`src/lmio_pkg.sv`:
```
package lmio_pkg;

    localparam int LMIO_IW = 14;
    localparam int LMIO_DW = 8;
    localparam int LMIO_PW = 16;
    localparam int LMIO_BW = 5;
    localparam int LMIO_LW = 7;
    localparam int LMIO_AW = 4;
    localparam int LMIO_RW = 16;

    // Opcode patterns and masks of the instruction group
    localparam logic [13:0] OP_NOP = 14'h0000;
    localparam logic [13:0] MK_NOP = 14'h3fff;
    localparam logic [13:0] OP_SWRST = 14'h0001;
    localparam logic [13:0] MK_SWRST = 14'h3fff;
    localparam logic [13:0] OP_LBANK = 14'h0020;
    localparam logic [13:0] MK_LBANK = 14'h3fe0;
    localparam logic [13:0] OP_LPCL = 14'h3180;
    localparam logic [13:0] MK_LPCL = 14'h3f80;
    localparam logic [13:0] OP_LWORK = 14'h3000;
    localparam logic [13:0] MK_LWORK = 14'h3f00;
    localparam logic [13:0] OP_STWF = 14'h0080;
    localparam logic [13:0] MK_STWF = 14'h3f80;
    localparam logic [13:0] OP_STWI = 14'h0018;
    localparam logic [13:0] MK_STWI = 14'h3ff8;
    localparam logic [13:0] OP_STWK = 14'h3f80;
    localparam logic [13:0] MK_STWK = 14'h3f80;

    // Operand field positions
    localparam int F_MODE_LO = 0;
    localparam int F_SEL_BIT = 2;
    localparam int F_REL_SEL = 6;
    localparam int F_OFS_W = 6;

    // File addresses of the two indirect windows
    localparam logic [6:0] INDIRECT_WINDOW0 = 7'h00;
    localparam logic [6:0] INDIRECT_WINDOW1 = 7'h01;

    // Register port offsets
    localparam logic [3:0] REG_BANK = 4'h0;
    localparam logic [3:0] REG_PCLATCH = 4'h1;
    localparam logic [3:0] REG_WORK = 4'h2;
    localparam logic [3:0] REG_PTR0 = 4'h3;
    localparam logic [3:0] REG_PTR1 = 4'h4;
    localparam logic [3:0] REG_STATUS = 4'h5;
    localparam logic [3:0] REG_PWRCTL = 4'h6;
    localparam logic [3:0] REG_PC = 4'h7;

    // Reset values and pointer step
    localparam logic [4:0] RST_BANK = 5'h00;
    localparam logic [6:0] RST_PCLATCH = 7'h00;
    localparam logic [7:0] RST_WORK = 8'h00;
    localparam logic [15:0] RST_PTR = 16'h0000;
    localparam logic [7:0] RST_STATUS = 8'h00;
    localparam logic [15:0] RST_PC = 16'h0000;
    localparam logic RST_RI = 1'b1;
    localparam logic [15:0] PTR_STEP = 16'h0001;

    typedef enum logic [1:0] {
        PM_PREINC = 2'b00,
        PM_PREDEC = 2'b01,
        PM_POSTINC = 2'b10,
        PM_POSTDEC = 2'b11
    } lmio_mode_type;

endpackage

```
`src/lmio_ptr_calc.sv`:
```
`timescale 1ns/100ps
module lmio_ptr_calc
    import lmio_pkg::*;
(
    input wire logic [15:0] ptr_i,
    input wire logic [1:0] pointer_mode_field_i,
    input wire logic rel_i,
    input wire logic [5:0] offset_i,
    output logic [15:0] addr_o,
    output logic [15:0] ptr_nxt_o
);
    logic [15:0] inc;
    logic [15:0] dec;
    logic [15:0] ofs;

    // Plain 16-bit adders wrap past the top and below zero
    assign inc = ptr_i + PTR_STEP; // [RULE_08]
    assign dec = ptr_i - PTR_STEP; // [RULE_08]
    assign ofs = ptr_i + {{(16 - F_OFS_W){offset_i[F_OFS_W - 1]}}, offset_i};

    always_comb begin
        addr_o = ptr_i;
        ptr_nxt_o = ptr_i;
        if (rel_i) begin
            addr_o = ofs; // [RULE_07]
            ptr_nxt_o = ptr_i; // [RULE_07]
        end else begin
            unique case (lmio_mode_type'(pointer_mode_field_i)) // [RULE_06]
                PM_PREINC: begin
                    addr_o = inc;
                    ptr_nxt_o = inc;
                end
                PM_PREDEC: begin
                    addr_o = dec;
                    ptr_nxt_o = dec;
                end
                PM_POSTINC: begin
                    addr_o = ptr_i;
                    ptr_nxt_o = inc;
                end
                PM_POSTDEC: begin
                    addr_o = ptr_i;
                    ptr_nxt_o = dec;
                end
            endcase
        end
    end
endmodule

```
`src/lmio_core.sv`:
```
// How it works
// [RULE_01] Bank literal load copies 5-bit immediate into bank select reg.
// [RULE_02] Latch literal load writes 7-bit immediate; status flags untouched.
// [RULE_03] Work literal load puts 8-bit immediate in work reg in one cycle.
// [RULE_04] File store writes work register to the 7-bit addressed file reg.
// [RULE_05] Indirect store writes work register where selected pointer points.
// [RULE_06] Mode field picks pre/post increment/decrement; new pointer kept.
// [RULE_07] Relative form adds signed offset -32..31; pointer unchanged.
// [RULE_08] Pointer is 16 bits and wraps at both ends.
// [RULE_09] Pointer adjustment changes no status bit.
// [RULE_10] Indirect windows have no storage; access goes to pointer address.
// [RULE_11] Software reset causes the same device reset as hardware sources.
// [RULE_12] Software reset clears reset-instruction flag in power control reg.
// [RULE_13] No-op takes one cycle, bumps program counter, changes nothing.
`timescale 1ns/100ps
module lmio_core
    import lmio_pkg::*;
#(
    parameter int DW = LMIO_DW
)
(
    input wire logic clk_i,
    input wire logic resetn_i,
    input wire logic [13:0] instr_i,
    input wire logic instr_valid_i,
    input wire logic [3:0] reg_addr_i,
    input wire logic [15:0] reg_wdata_i,
    input wire logic reg_wr_i,
    input wire logic reg_rd_i,
    output logic [15:0] reg_rdata_o,
    output logic [4:0] bank_select_reg_o,
    output logic [6:0] pc_high_latch_o,
    output logic [DW-1:0] work_o,
    output logic [15:0] file_select_pointer0_o,
    output logic [15:0] file_select_pointer1_o,
    output logic [7:0] status_o,
    output logic reset_instr_flag_o,
    output logic [15:0] pc_o,
    output logic mem_we_o,
    output logic [15:0] mem_addr_o,
    output logic [DW-1:0] mem_wdata_o,
    output logic device_reset_o
);
    typedef struct packed {
        logic [4:0] bank;
        logic [6:0] pclatch;
        logic [DW-1:0] work;
        logic [15:0] ptr0;
        logic [15:0] ptr1;
        logic [7:0] status;
        logic ri;
        logic [15:0] pc;
        logic mem_we;
        logic [15:0] mem_addr;
        logic [DW-1:0] mem_wdata;
        logic dev_rst;
        logic [15:0] rdata;
    } lmio_state_type;

    lmio_state_type st_r;
    lmio_state_type st_nxt;

    function automatic logic is_op(input logic [13:0] ins,
        input logic [13:0] op, input logic [13:0] mk);
        is_op = (ins & mk) == op;
    endfunction

    logic dec_nop;
    logic dec_swrst;
    logic dec_lbank;
    logic dec_lpcl;
    logic dec_lwork;
    logic dec_stwf;
    logic dec_stwi;
    logic dec_stwk;
    logic ind_sel;
    logic [15:0] ind_ptr;
    logic [15:0] ind_addr;
    logic [15:0] ind_ptr_nxt;

    assign dec_nop = instr_valid_i && is_op(instr_i, OP_NOP, MK_NOP);
    assign dec_swrst = instr_valid_i && is_op(instr_i, OP_SWRST, MK_SWRST);
    assign dec_lbank = instr_valid_i && is_op(instr_i, OP_LBANK, MK_LBANK);
    assign dec_lpcl = instr_valid_i && is_op(instr_i, OP_LPCL, MK_LPCL);
    assign dec_lwork = instr_valid_i && is_op(instr_i, OP_LWORK, MK_LWORK);
    assign dec_stwf = instr_valid_i && is_op(instr_i, OP_STWF, MK_STWF);
    assign dec_stwi = instr_valid_i && is_op(instr_i, OP_STWI, MK_STWI);
    assign dec_stwk = instr_valid_i && is_op(instr_i, OP_STWK, MK_STWK);

    assign ind_sel = dec_stwk ? instr_i[F_REL_SEL] : instr_i[F_SEL_BIT];
    assign ind_ptr = ind_sel ? st_r.ptr1 : st_r.ptr0;

    lmio_ptr_calc u_ptr (
        .ptr_i(ind_ptr),
        .pointer_mode_field_i(instr_i[F_MODE_LO +: 2]),
        .rel_i(dec_stwk),
        .offset_i(instr_i[F_OFS_W - 1:0]),
        .addr_o(ind_addr),
        .ptr_nxt_o(ind_ptr_nxt)
    );

    always_comb begin
        st_nxt = st_r;
        st_nxt.mem_we = 1'b0;
        st_nxt.dev_rst = 1'b0;
        st_nxt.rdata = 16'h0000;
        if (reg_rd_i) begin
            unique case (reg_addr_i)
                REG_BANK: st_nxt.rdata = 16'(st_r.bank);
                REG_PCLATCH: st_nxt.rdata = 16'(st_r.pclatch);
                REG_WORK: st_nxt.rdata = 16'(st_r.work);
                REG_PTR0: st_nxt.rdata = st_r.ptr0;
                REG_PTR1: st_nxt.rdata = st_r.ptr1;
                REG_STATUS: st_nxt.rdata = 16'(st_r.status);
                REG_PWRCTL: st_nxt.rdata = 16'(st_r.ri);
                REG_PC: st_nxt.rdata = st_r.pc;
                default: st_nxt.rdata = 16'h0000;
            endcase
        end
        // Port writes first so a same-cycle instruction overrides them
        if (reg_wr_i) begin
            unique case (reg_addr_i)
                REG_BANK: st_nxt.bank = reg_wdata_i[LMIO_BW-1:0];
                REG_PCLATCH: st_nxt.pclatch = reg_wdata_i[LMIO_LW-1:0];
                REG_WORK: st_nxt.work = reg_wdata_i[DW-1:0];
                REG_PTR0: st_nxt.ptr0 = reg_wdata_i;
                REG_PTR1: st_nxt.ptr1 = reg_wdata_i;
                REG_STATUS: st_nxt.status = reg_wdata_i[7:0];
                REG_PWRCTL: st_nxt.ri = reg_wdata_i[0];
                default: ;
            endcase
        end
        if (instr_valid_i) begin
            st_nxt.pc = st_r.pc + PTR_STEP; // [RULE_13]
        end
        if (dec_lbank) begin
            st_nxt.bank = instr_i[LMIO_BW-1:0]; // [RULE_01]
        end
        if (dec_lpcl) begin
            st_nxt.pclatch = instr_i[LMIO_LW-1:0]; // [RULE_02]
        end
        if (dec_lwork) begin
            st_nxt.work = instr_i[DW-1:0]; // [RULE_03]
        end
        if (dec_stwf) begin
            st_nxt.mem_we = 1'b1; // [RULE_04]
            st_nxt.mem_wdata = st_r.work;
            // No storage behind the windows: redirect to the pointers
            if (instr_i[6:0] == INDIRECT_WINDOW0) begin
                st_nxt.mem_addr = st_r.ptr0; // [RULE_10]
            end else if (instr_i[6:0] == INDIRECT_WINDOW1) begin
                st_nxt.mem_addr = st_r.ptr1; // [RULE_10]
            end else begin
                st_nxt.mem_addr = 16'({st_r.bank, instr_i[6:0]}); // [RULE_04]
            end
        end
        if (dec_stwi || dec_stwk) begin
            st_nxt.mem_we = 1'b1; // [RULE_05]
            st_nxt.mem_addr = ind_addr; // [RULE_05]
            st_nxt.mem_wdata = st_r.work;
            // Status is never touched here
            if (ind_sel) begin
                st_nxt.ptr1 = ind_ptr_nxt; // [RULE_06] [RULE_09]
            end else begin
                st_nxt.ptr0 = ind_ptr_nxt; // [RULE_06] [RULE_09]
            end
        end
        if (dec_swrst) begin
            // The flag is cleared with the rest of the state; read data this cycle are zero
            st_nxt = '0;
            st_nxt.bank = RST_BANK; // [RULE_11]
            st_nxt.pclatch = RST_PCLATCH;
            st_nxt.work = RST_WORK;
            st_nxt.ptr0 = RST_PTR;
            st_nxt.ptr1 = RST_PTR;
            st_nxt.status = RST_STATUS;
            st_nxt.pc = RST_PC;
            st_nxt.rdata = reg_rd_i ? 16'(st_r.ri) & 16'h0000 : 16'h0000;
            st_nxt.ri = 1'b0; // [RULE_12]
            st_nxt.dev_rst = 1'b1; // [RULE_11]
        end
    end

    always_ff @(posedge clk_i or negedge resetn_i) begin
        if (!resetn_i) begin
            st_r <= '0;
            st_r.bank <= RST_BANK;
            st_r.pclatch <= RST_PCLATCH;
            st_r.work <= RST_WORK;
            st_r.ptr0 <= RST_PTR;
            st_r.ptr1 <= RST_PTR;
            st_r.status <= RST_STATUS;
            st_r.pc <= RST_PC;
            st_r.ri <= RST_RI;
        end else begin
            st_r <= st_nxt;
        end
    end

    assign reg_rdata_o = st_r.rdata;
    assign bank_select_reg_o = st_r.bank;
    assign pc_high_latch_o = st_r.pclatch;
    assign work_o = st_r.work;
    assign file_select_pointer0_o = st_r.ptr0;
    assign file_select_pointer1_o = st_r.ptr1;
    assign status_o = st_r.status;
    assign reset_instr_flag_o = st_r.ri;
    assign pc_o = st_r.pc;
    assign mem_we_o = st_r.mem_we;
    assign mem_addr_o = st_r.mem_addr;
    assign mem_wdata_o = st_r.mem_wdata;
    assign device_reset_o = st_r.dev_rst;
endmodule

```
`config.mk`:
```
export PLATFORM = sky130hd
export DESIGN_NAME = lmio_core
export DESIGN_NICKNAME = d
export VERILOG_FILES = /design/src/lmio_pkg.sv /design/src/lmio_ptr_calc.sv /design/src/lmio_core.sv
export SDC_FILE = /design/constraint.sdc
export NUM_CORES = 1
export LEC_CHECK = 0
export ABC_AREA = 1
export BUFFER_PORTS_ARGS = -buffer_cell sky130_fd_sc_hd__buf_2
export CAP_MARGIN = 25
export CORE_MARGIN = 5
export CORE_UTILIZATION = 31
export DETAILED_ROUTE_END_ITERATION = 8
export SKIP_LAST_GASP = 1
export SLEW_MARGIN = 20
export SYNTH_ARGS = -nofsm -noshare
export SYNTH_HDL_FRONTEND = slang
export SYNTH_SLANG_ARGS = --single-unit
```
`constraint.sdc`:
```
create_clock -name clk_i -period 3.1 [get_ports clk_i]
set_clock_uncertainty 0.15 [all_clocks]
set_input_delay 0.62 -clock clk_i [delete_from_list [all_inputs] [get_ports clk_i]]
set_output_delay 0.62 -clock clk_i [all_outputs]
set_load 0.02 [all_outputs]
```
# Word-level counts from Yosys, hierarchy flattened
# Cells that the tools add are included.
# word_totals
in_bits	39
register_bits	119
# classes
n_eq_ne	18
n_addsub	4
reduce_logical	30
muxes	28
# ops
operator	count
two-way mux 16 bit	11
case mux 16 bit (8 select lines)	1
two-way mux 119 bit	1
two-way mux 61 bit	1
two-way mux 25 bit	2
case mux 16 bit (3 select lines)	1
adder 16 x 1 -> 16 bit (second input constant)	2
two-way mux 32 bit	1
case mux 16 bit (2 select lines)	1
two-way mux 8 bit	3
nonzero test 3 bit	7
adder 16 bit	1
== test 4 x 3 -> 1 bit (second input constant)	4
subtractor 16 x 1 -> 16 bit (second input constant)	1
== test 14 x 1 -> 1 bit (second input constant)	1
== test 7 x 1 -> 1 bit (second input constant)	2
== test 7 bit (second input constant)	2
two-way mux 7 bit	2
== test 11 x 2 -> 1 bit (second input constant)	1
two-way mux 5 bit	2
AND reduction 2 bit	5
== test 9 x 1 -> 1 bit (second input constant)	1
== test 4 x 2 -> 1 bit (second input constant)	2
nonzero test 2 bit	4
11 further kinds	21

# Logic depth before layout (Yosys ltp)
# depth
depth_word	10
mapped_depth	26
mapped_depth_nobuf	24

# Modules after synthesis
# From an unflattened synthesis, not the netlist that was laid out.
# hier_totals
cells_unflattened	1570
area_unflattened_um2	9714.3
# by_module_without_submodules
module	cells_each	n_inst	area_per_inst_um2
lmio_core	1035	1	7043.0
lmio_ptr_calc	535	1	2671.3

# Worst setup path before layout
# No wires, ideal clock.
# synth_path
kind	input to register
startpoint	input instr_valid_i
endpoint	register st_r, in the netlist mem_addr_o[10]
path_stages	22
path_buffers	2
t_arrival_ns	3.300
path_slack_ns	-0.471
setup_ns	0.120
cell_sequence	buf_4 > nand2_2 > nor2_8 > nand3_4 > nand2_4 > buf_6 > nand2_1 > o21ai_2 > ha_1 > inv_1 > fa_1 > inv_1 > a31oi_1 > o21ai_0 > nand2_1 > nand2_1 > a21boi_0 > or2_2 > nand3_1 > nand2_1 > o21ai_1 > nand2_1
# synth_between
elab_chain_len	8
elab_cells_between_ends	15
# synth_rtl
item	line	text
start, declared	lmio_core.sv:25	input wire logic instr_valid_i,
logical AND 1 bit	lmio_core.sv:88	assign dec_stwk = instr_valid_i && is_op(instr_i, OP_STWK, MK_STWK);
two-way mux 1 bit	lmio_core.sv:90	assign ind_sel = dec_stwk ? instr_i[F_REL_SEL] : instr_i[F_SEL_BIT];
two-way mux 16 bit	lmio_core.sv:91	assign ind_ptr = ind_sel ? st_r.ptr1 : st_r.ptr0;
subtractor 16 x 1 -> 16 bit / adder 16 x 1 -> 16 bit (equally long branches)	lmio_ptr_calc.sv:18, lmio_ptr_calc.sv:17	
case mux 16 bit (3 select lines)	lmio_ptr_calc.sv:28	unique case (lmio_mode_type'(pointer_mode_field_i))
two-way mux 16 bit	lmio_ptr_calc.sv:24	if (rel_i) begin
two-way mux 25 bit	lmio_core.sv:157	if (dec_stwi || dec_stwk) begin
two-way mux 119 bit	lmio_core.sv:168	if (dec_swrst) begin
end signal, assigned	lmio_core.sv:196	st_r <= st_nxt;
end, declared	lmio_core.sv:60	lmio_state_type st_r;
# Parallel ways exist; a longest one is shown, timed or not.
# A chain may end at the register's enable or synchronous reset.

# Worst setup path in the final report
# layout_path
startpoint	input instr_i[10]
endpoint	register st_r, in the netlist mem_addr_o[8]
# layout_between
elab_chain_len	9
elab_cells_between_ends	19
# layout_rtl
item	line	text
start, declared	lmio_core.sv:24	input wire logic [13:0] instr_i,
== test 7 bit	lmio_core.sv:65	is_op = (ins & mk) == op;
logical AND 1 bit	lmio_core.sv:88	
two-way mux 1 bit	lmio_core.sv:90	
two-way mux 16 bit	lmio_core.sv:91	
subtractor 16 x 1 -> 16 bit / adder 16 x 1 -> 16 bit (equally long branches)	lmio_ptr_calc.sv:18, lmio_ptr_calc.sv:17	
case mux 16 bit (3 select lines)	lmio_ptr_calc.sv:28	
two-way mux 16 bit	lmio_ptr_calc.sv:24	
two-way mux 25 bit	lmio_core.sv:157	
two-way mux 119 bit	lmio_core.sv:168	
# Parallel ways exist; a longest one is shown, timed or not.

==> flow_results.xml <==
<?xml version="1.0" encoding="UTF-8"?>
<metrics>
  <group name="worst_setup_path">
    <metric name="critPathArrivalTime" unit="ns">3.16</metric>
    <metric name="max_stage_delay" unit="ns">0.36</metric>
    <metric name="worst_path_dominant_cell_family" unit="">simple AND/OR/NAND/NOR gates</metric>
    <metric name="timing.critical_path.to" unit="">mem_addr_o[8]$_DFFE_PN0P_</metric>
    <metric name="regToRegEndpoint" unit="">mem_addr_o[9]$_DFFE_PN0P_</metric>
    <metric name="worstPathRequired" unit="ns">3.32</metric>
    <metric name="startpoint_types" unit="">input pin</metric>
    <metric name="worst_path_bufs_invs" unit="">4</metric>
    <metric name="critical_path_peak_fanout" unit="">5</metric>
    <metric name="worstSetupPathDepth" unit="">22</metric>
    <metric name="timing.critical_path.mode_cell" unit="">sky130_fd_sc_hd__nand2_1</metric>
    <metric name="worst_r2r_startpoint" unit="">file_select_pointer0_o[2]$_DFF_PN0_</metric>
    <metric name="cpMaxStageDelayCell" unit="">sky130_fd_sc_hd__fa_2</metric>
    <metric name="crit_chain" unit="">buf_2, nand2_4, nor2_8, nand2_4, nand2_8, nand2_8, o21ai_4, ha_2, inv_2, fa_2, inv_2, a31oi_4, o21ai_2, nand2_1, nand2_2, buf_4, a21oi_1, o21ai_0, nand2_1, nand2_1, nand2_1, nand2_1</metric>
    <metric name="worst_setup_path_startpoint" unit="">instr_i[10]</metric>
    <metric name="r2r.worst_path.cells" unit="">19</metric>
    <metric name="timing_worst_setup_path_type" unit="">in -&gt; reg</metric>
    <metric name="setup.worst_path.end_class" unit="">register</metric>
    <metric name="rrSetupSlack" unit="ns">0.40</metric>
  </group>
  <group name="timing">
    <metric name="final_min_period_over_clock_period" unit="%">94.7</metric>
    <metric name="fin_worst_hold_slack" unit="ns">0.326</metric>
    <metric name="max_freq" unit="MHz">341</metric>
    <metric name="timing.final.hold_violations" unit="">0</metric>
    <metric name="final_critical_period" unit="ns">2.94</metric>
    <metric name="setup_viol" unit="">0</metric>
    <metric name="maxSlewHeadroom" unit="%">56.2</metric>
    <metric name="tightest_slew" unit="ns">0.640</metric>
    <metric name="finalWorstSetupSlack" unit="ns">0.163</metric>
    <metric name="final_max_slew_viol_count" unit="">0</metric>
    <metric name="post_route_setup_tns" unit="ns">0</metric>
  </group>
  <group name="floorplan">
    <metric name="initial_utilization" unit="%">31.4</metric>
    <metric name="floorplan.rows" unit="">61</metric>
    <metric name="boundaryPins" unit="">158</metric>
    <metric name="dieArea" unit="mm2">0.0317</metric>
    <metric name="chipWidth" unit="um">178</metric>
    <metric name="coreArea" unit="mm2">0.0279</metric>
    <metric name="die_boundary_height" unit="um">178</metric>
  </group>
  <group name="power">
    <metric name="seq_power_share" unit="%">29.7</metric>
    <metric name="total_switching_power" unit="mW">3.06</metric>
    <metric name="worst_ir_drop_vdd" unit="mV">0.390</metric>
    <metric name="switching_power_as_a_share_of_total_power" unit="%">41.5</metric>
    <metric name="power.density_cell_area" unit="mW/mm2">623</metric>
    <metric name="clockPowerShare" unit="%">30.3</metric>
    <metric name="p_int" unit="mW">4.30</metric>
    <metric name="pwr-share-comb" unit="%">40.0</metric>
    <metric name="power.static_leakage" unit="nW">6.11</metric>
  </group>
  <group name="job">
    <metric name="maxCapViolations" unit="">0</metric>
  </group>
  <group name="grt">
    <metric name="grt_antenna_before_repair" unit="">2</metric>
    <metric name="largest_net_degree_at_the_start_of_global_routing" unit="">69</metric>
    <metric name="grt_use_total" unit="%">24.7</metric>
    <metric name="grt_first_pass_wirelength" unit="mm">59.1</metric>
    <metric name="gr-total-overflow" unit="">0</metric>
    <metric name="vias_in_the_first_global_route" unit="">9917</metric>
  </group>
  <group name="placement">
    <metric name="post-place-ws" unit="ns">-0.395</metric>
    <metric name="post-dp-hpwl" unit="mm">31.0</metric>
    <metric name="routabilityCongestion" unit="">0.969</metric>
    <metric name="port-buffer-count" unit="">157</metric>
  </group>
  <group name="synth">
    <metric name="yosys.area.top_type_share" unit="%">33.7</metric>
    <metric name="synth_area_per_cell" unit="um2">6.72</metric>
    <metric name="syn-cell-area" unit="mm2">0.00875</metric>
    <metric name="synth.distinct_cells" unit="">50</metric>
    <metric name="ys_seq_area_share" unit="%">34.0</metric>
    <metric name="synth_largest_area_cell" unit="">sky130_fd_sc_hd__dfrtp_1</metric>
    <metric name="async_flop_share" unit="%">100</metric>
    <metric name="cells_after_synthesis" unit="">1302</metric>
    <metric name="synthesized_netlist_net_count" unit="">1360</metric>
    <metric name="synth_area_leaders" unit="">sky130_fd_sc_hd__dfrtp_1, sky130_fd_sc_hd__nand2_1, sky130_fd_sc_hd__o21ai_0</metric>
    <metric name="dominantRegCellSynth" unit="">sky130_fd_sc_hd__dfrtp_1</metric>
    <metric name="ys_seq_elements" unit="">119</metric>
    <metric name="ys_warn_count" unit="">0</metric>
    <metric name="synth_enable_flop_cells" unit="">0</metric>
  </group>
  <group name="finish">
    <metric name="nets_finish" unit="">1634</metric>
    <metric name="syn2layout_area_growth" unit="%">35.0</metric>
    <metric name="final_core_area_utilization" unit="%">42.4</metric>
    <metric name="post_route_cells_drive_above_1_share" unit="%">27.6</metric>
    <metric name="fillerInstances" unit="">2967</metric>
  </group>
  <group name="clocking">
    <metric name="clock_tree_from_tritoncts" unit="">done</metric>
    <metric name="ctsLongestPathBuffers" unit="">2</metric>
    <metric name="insertion_delay" unit="ns">0.44</metric>
    <metric name="clock_sink_count" unit="">119</metric>
    <metric name="clk_pin_slew_worst_paths" unit="ns">0.06</metric>
    <metric name="numCtsBuffers" unit="">17</metric>
    <metric name="clock_tree.htree_level_count" unit="">4</metric>
    <metric name="clk_root_buffer_cell" unit="">sky130_fd_sc_hd__clkbuf_16</metric>
  </group>
  <group name="detailed_routing">
    <metric name="vias_per_instance" unit="">5.22</metric>
    <metric name="detail_route.drc_violations" unit="">0</metric>
    <metric name="num_vias" unit="">10300</metric>
    <metric name="route.detailed.wl_per_inst" unit="um">20.0</metric>
    <metric name="detail_route.iter0.violations" unit="">913</metric>
    <metric name="sum_of_routed_wire_length_over_all_layers" unit="mm">39.3</metric>
    <metric name="drtAntennaViolNets" unit="">0</metric>
    <metric name="drt_pre_antenna_iters" unit="">5</metric>
  </group>
  <group name="min_path">
    <metric name="min-delay-path-class" unit="">reg -&gt; reg</metric>
    <metric name="hold_path.startpoint" unit="">mem_addr_o[9]$_DFFE_PN0P_</metric>
  </group>
  <group name="outcome">
    <metric name="outcome" unit="">completed</metric>
  </group>
</metrics>
## worst reg2reg max path, delay by kind of cell (launching register included)
family	cells	cell delay, ns
AOI/OAI and AO/OA	2	0.35
xor gates and xnor gates	1	0.15
adders and majority gates	1	0.29
buffers and inverters	4	0.35
DFF	1	0.42
and+or+nand+nor	11	0.88
## metal layers
metal	global-route usage [%]	vias up	part of all wire, %	wire length [um]
met5	0	-	0.033	13
met4	8.57	2	3.3	1320
met2	38.4	499	45	17500
li1	-	4885	-	-
met1	33.6	4803	43	17000
met3	5.83	88	8.8	3450
## sequential cells by signal, indices dropped and copies added (netlist names)
register                count
file_select_pointer0_o     16
file_select_pointer1_o     16
mem_addr_o                 16
pc_o                       16
reg_rdata_o                16
mem_wdata_o                 8
status_o                    8
work_o                      8
pc_high_latch_o             7
bank_select_reg_o           5
device_reset_o              1
mem_we_o                    1
reset_instr_flag_o          1
## power groups by stage
stage	Sequential, mW	Clock, mW	Combinational, mW
2_1_floorplan	2.44	0	1.37
3_3_place_gp	2.21	0	2.86
3_5_place_dp	2.21	0	2.88
4_1_cts	2.18	2.25	2.89
5_1_grt	2.22	2.31	3.22
6_report	2.19	2.23	2.94
## Yosys cell counts (6+ instances only)
master                     count
sky130_fd_sc_hd__nand2_1     338
sky130_fd_sc_hd__inv_1       155
sky130_fd_sc_hd__o21ai_0     125
sky130_fd_sc_hd__dfrtp_1     118
sky130_fd_sc_hd__nor2_1       94
sky130_fd_sc_hd__a21oi_1      86
sky130_fd_sc_hd__nand3_1      83
sky130_fd_sc_hd__clkbuf_1     37
sky130_fd_sc_hd__o22ai_1      35
sky130_fd_sc_hd__ha_1         18
sky130_fd_sc_hd__a211oi_1     17
sky130_fd_sc_hd__nand2_2      15
sky130_fd_sc_hd__o21ai_1      15
sky130_fd_sc_hd__nand4_1      14
sky130_fd_sc_hd__xor2_1       14
sky130_fd_sc_hd__nor3_1       13
sky130_fd_sc_hd__inv_2        12
sky130_fd_sc_hd__nor2_2       11
sky130_fd_sc_hd__or2_2        11
sky130_fd_sc_hd__o211ai_1     10
sky130_fd_sc_hd__a31oi_1       8
sky130_fd_sc_hd__buf_2         7
sky130_fd_sc_hd__nand2_4       7
sky130_fd_sc_hd__a221oi_1      6
## area by class of cell
| cell class | instances | area (um2) | share of cell area, % |
|---|---|---|---|
| diodes | 1 | 2.50 | 0.0212 |
| clock buffers | 19 | 443 | 3.75 |
| clock inverters | 13 | 193 | 1.63 |
| inverters | 169 | 634 | 5.37 |
| multi-input cells | 965 | 5130 | 43.4 |
| flip-flops and latches | 119 | 2980 | 25.2 |
| well taps | 378 | 473 | 4.00 |
| repair buffers | 304 | 1960 | 16.6 |
## placed cells by master (no fill, tap or decap), types with 6 or more instances in the layout
| cell type | Yosys | layout |
|---|---|---|
| sky130_fd_sc_hd__nor3_1 | 13 | 13 |
| sky130_fd_sc_hd__a31oi_1 | 8 | 7 |
| sky130_fd_sc_hd__nand4_1 | 14 | 14 |
| sky130_fd_sc_hd__clkbuf_16 | 0 | 17 |
| sky130_fd_sc_hd__o22ai_1 | 35 | 35 |
| sky130_fd_sc_hd__buf_2 | 7 | 154 |
| sky130_fd_sc_hd__o21ai_0 | 125 | 119 |
| sky130_fd_sc_hd__o21ai_2 | 2 | 6 |
| sky130_fd_sc_hd__nand2_2 | 15 | 16 |
| sky130_fd_sc_hd__nand2_4 | 7 | 12 |
| sky130_fd_sc_hd__dfrtp_1 | 118 | 118 |
| sky130_fd_sc_hd__inv_1 | 155 | 152 |
| sky130_fd_sc_hd__a211oi_1 | 17 | 17 |
| sky130_fd_sc_hd__or2_2 | 11 | 10 |
| sky130_fd_sc_hd__o21ai_1 | 15 | 16 |
| sky130_fd_sc_hd__a221oi_1 | 6 | 6 |
| sky130_fd_sc_hd__nand3_2 | 4 | 6 |
| sky130_fd_sc_hd__o211ai_1 | 10 | 10 |
| sky130_fd_sc_hd__buf_4 | 2 | 144 |
| sky130_fd_sc_hd__ha_1 | 18 | 14 |
| sky130_fd_sc_hd__nor2_1 | 94 | 93 |
| sky130_fd_sc_hd__nand2_1 | 338 | 331 |
| sky130_fd_sc_hd__a21oi_1 | 86 | 83 |
| sky130_fd_sc_hd__nor2_2 | 11 | 12 |
| sky130_fd_sc_hd__nand3_1 | 83 | 81 |
| sky130_fd_sc_hd__inv_2 | 12 | 15 |
| sky130_fd_sc_hd__xor2_1 | 14 | 14 |
## stage by stage
step                      total power [mW]  cell area (um2)  std cells
final                                 7.36            11800       1968
after global routing                  7.75            11800       1968
after CTS                             7.33            11700       1960
after detailed placement              5.08            11000       1927
after global placement                5.07            11000       1927
after floorplan                       3.80             8860       1302
## repair_timing
item | CTS | global route
resized for setup | 0 | 21
hold buffers | 1 | 0
setup buffers | 0 | 6
endpoints found under the setup margin | 0 | 7
endpoints found under the hold margin | 25 | 0
## worst min path at each step
stage | endpoint | slack [ns] | cells past startpoint
2_1_floorplan | bank_select_reg_o[0]$_DFFE_PN0P_ | 0.17 | 0
5_1_grt | mem_addr_o[5]$_DFFE_PN0P_ | 0.35 | 2
4_1_cts | status_o[7]$_DFFE_PN0P_ | 0.33 | 3
3_3_place_gp | mem_addr_o[4]$_DFFE_PN0P_ | 0.31 | 2
6_report | mem_addr_o[9]$_DFFE_PN0P_ | 0.33 | 2
3_5_place_dp | mem_addr_o[9]$_DFFE_PN0P_ | 0.32 | 2
## logic make-up (layout without fill, tap and decap cells)
group | Yosys count | in the layout | synth area share, %
AOI/OAI and AO/OA | 318 | 318 | 20.4
xor gates and xnor gates | 19 | 19 | 1.90
adders and majority gates | 19 | 19 | 2.80
buffers and inverters | 219 | 505 | 9.66
DFF | 119 | 119 | 34.0
other | 0 | 1 | 0
and+or+nand+nor | 608 | 609 | 31.2
No activity file was read; power rests on OpenSTA's default activity.
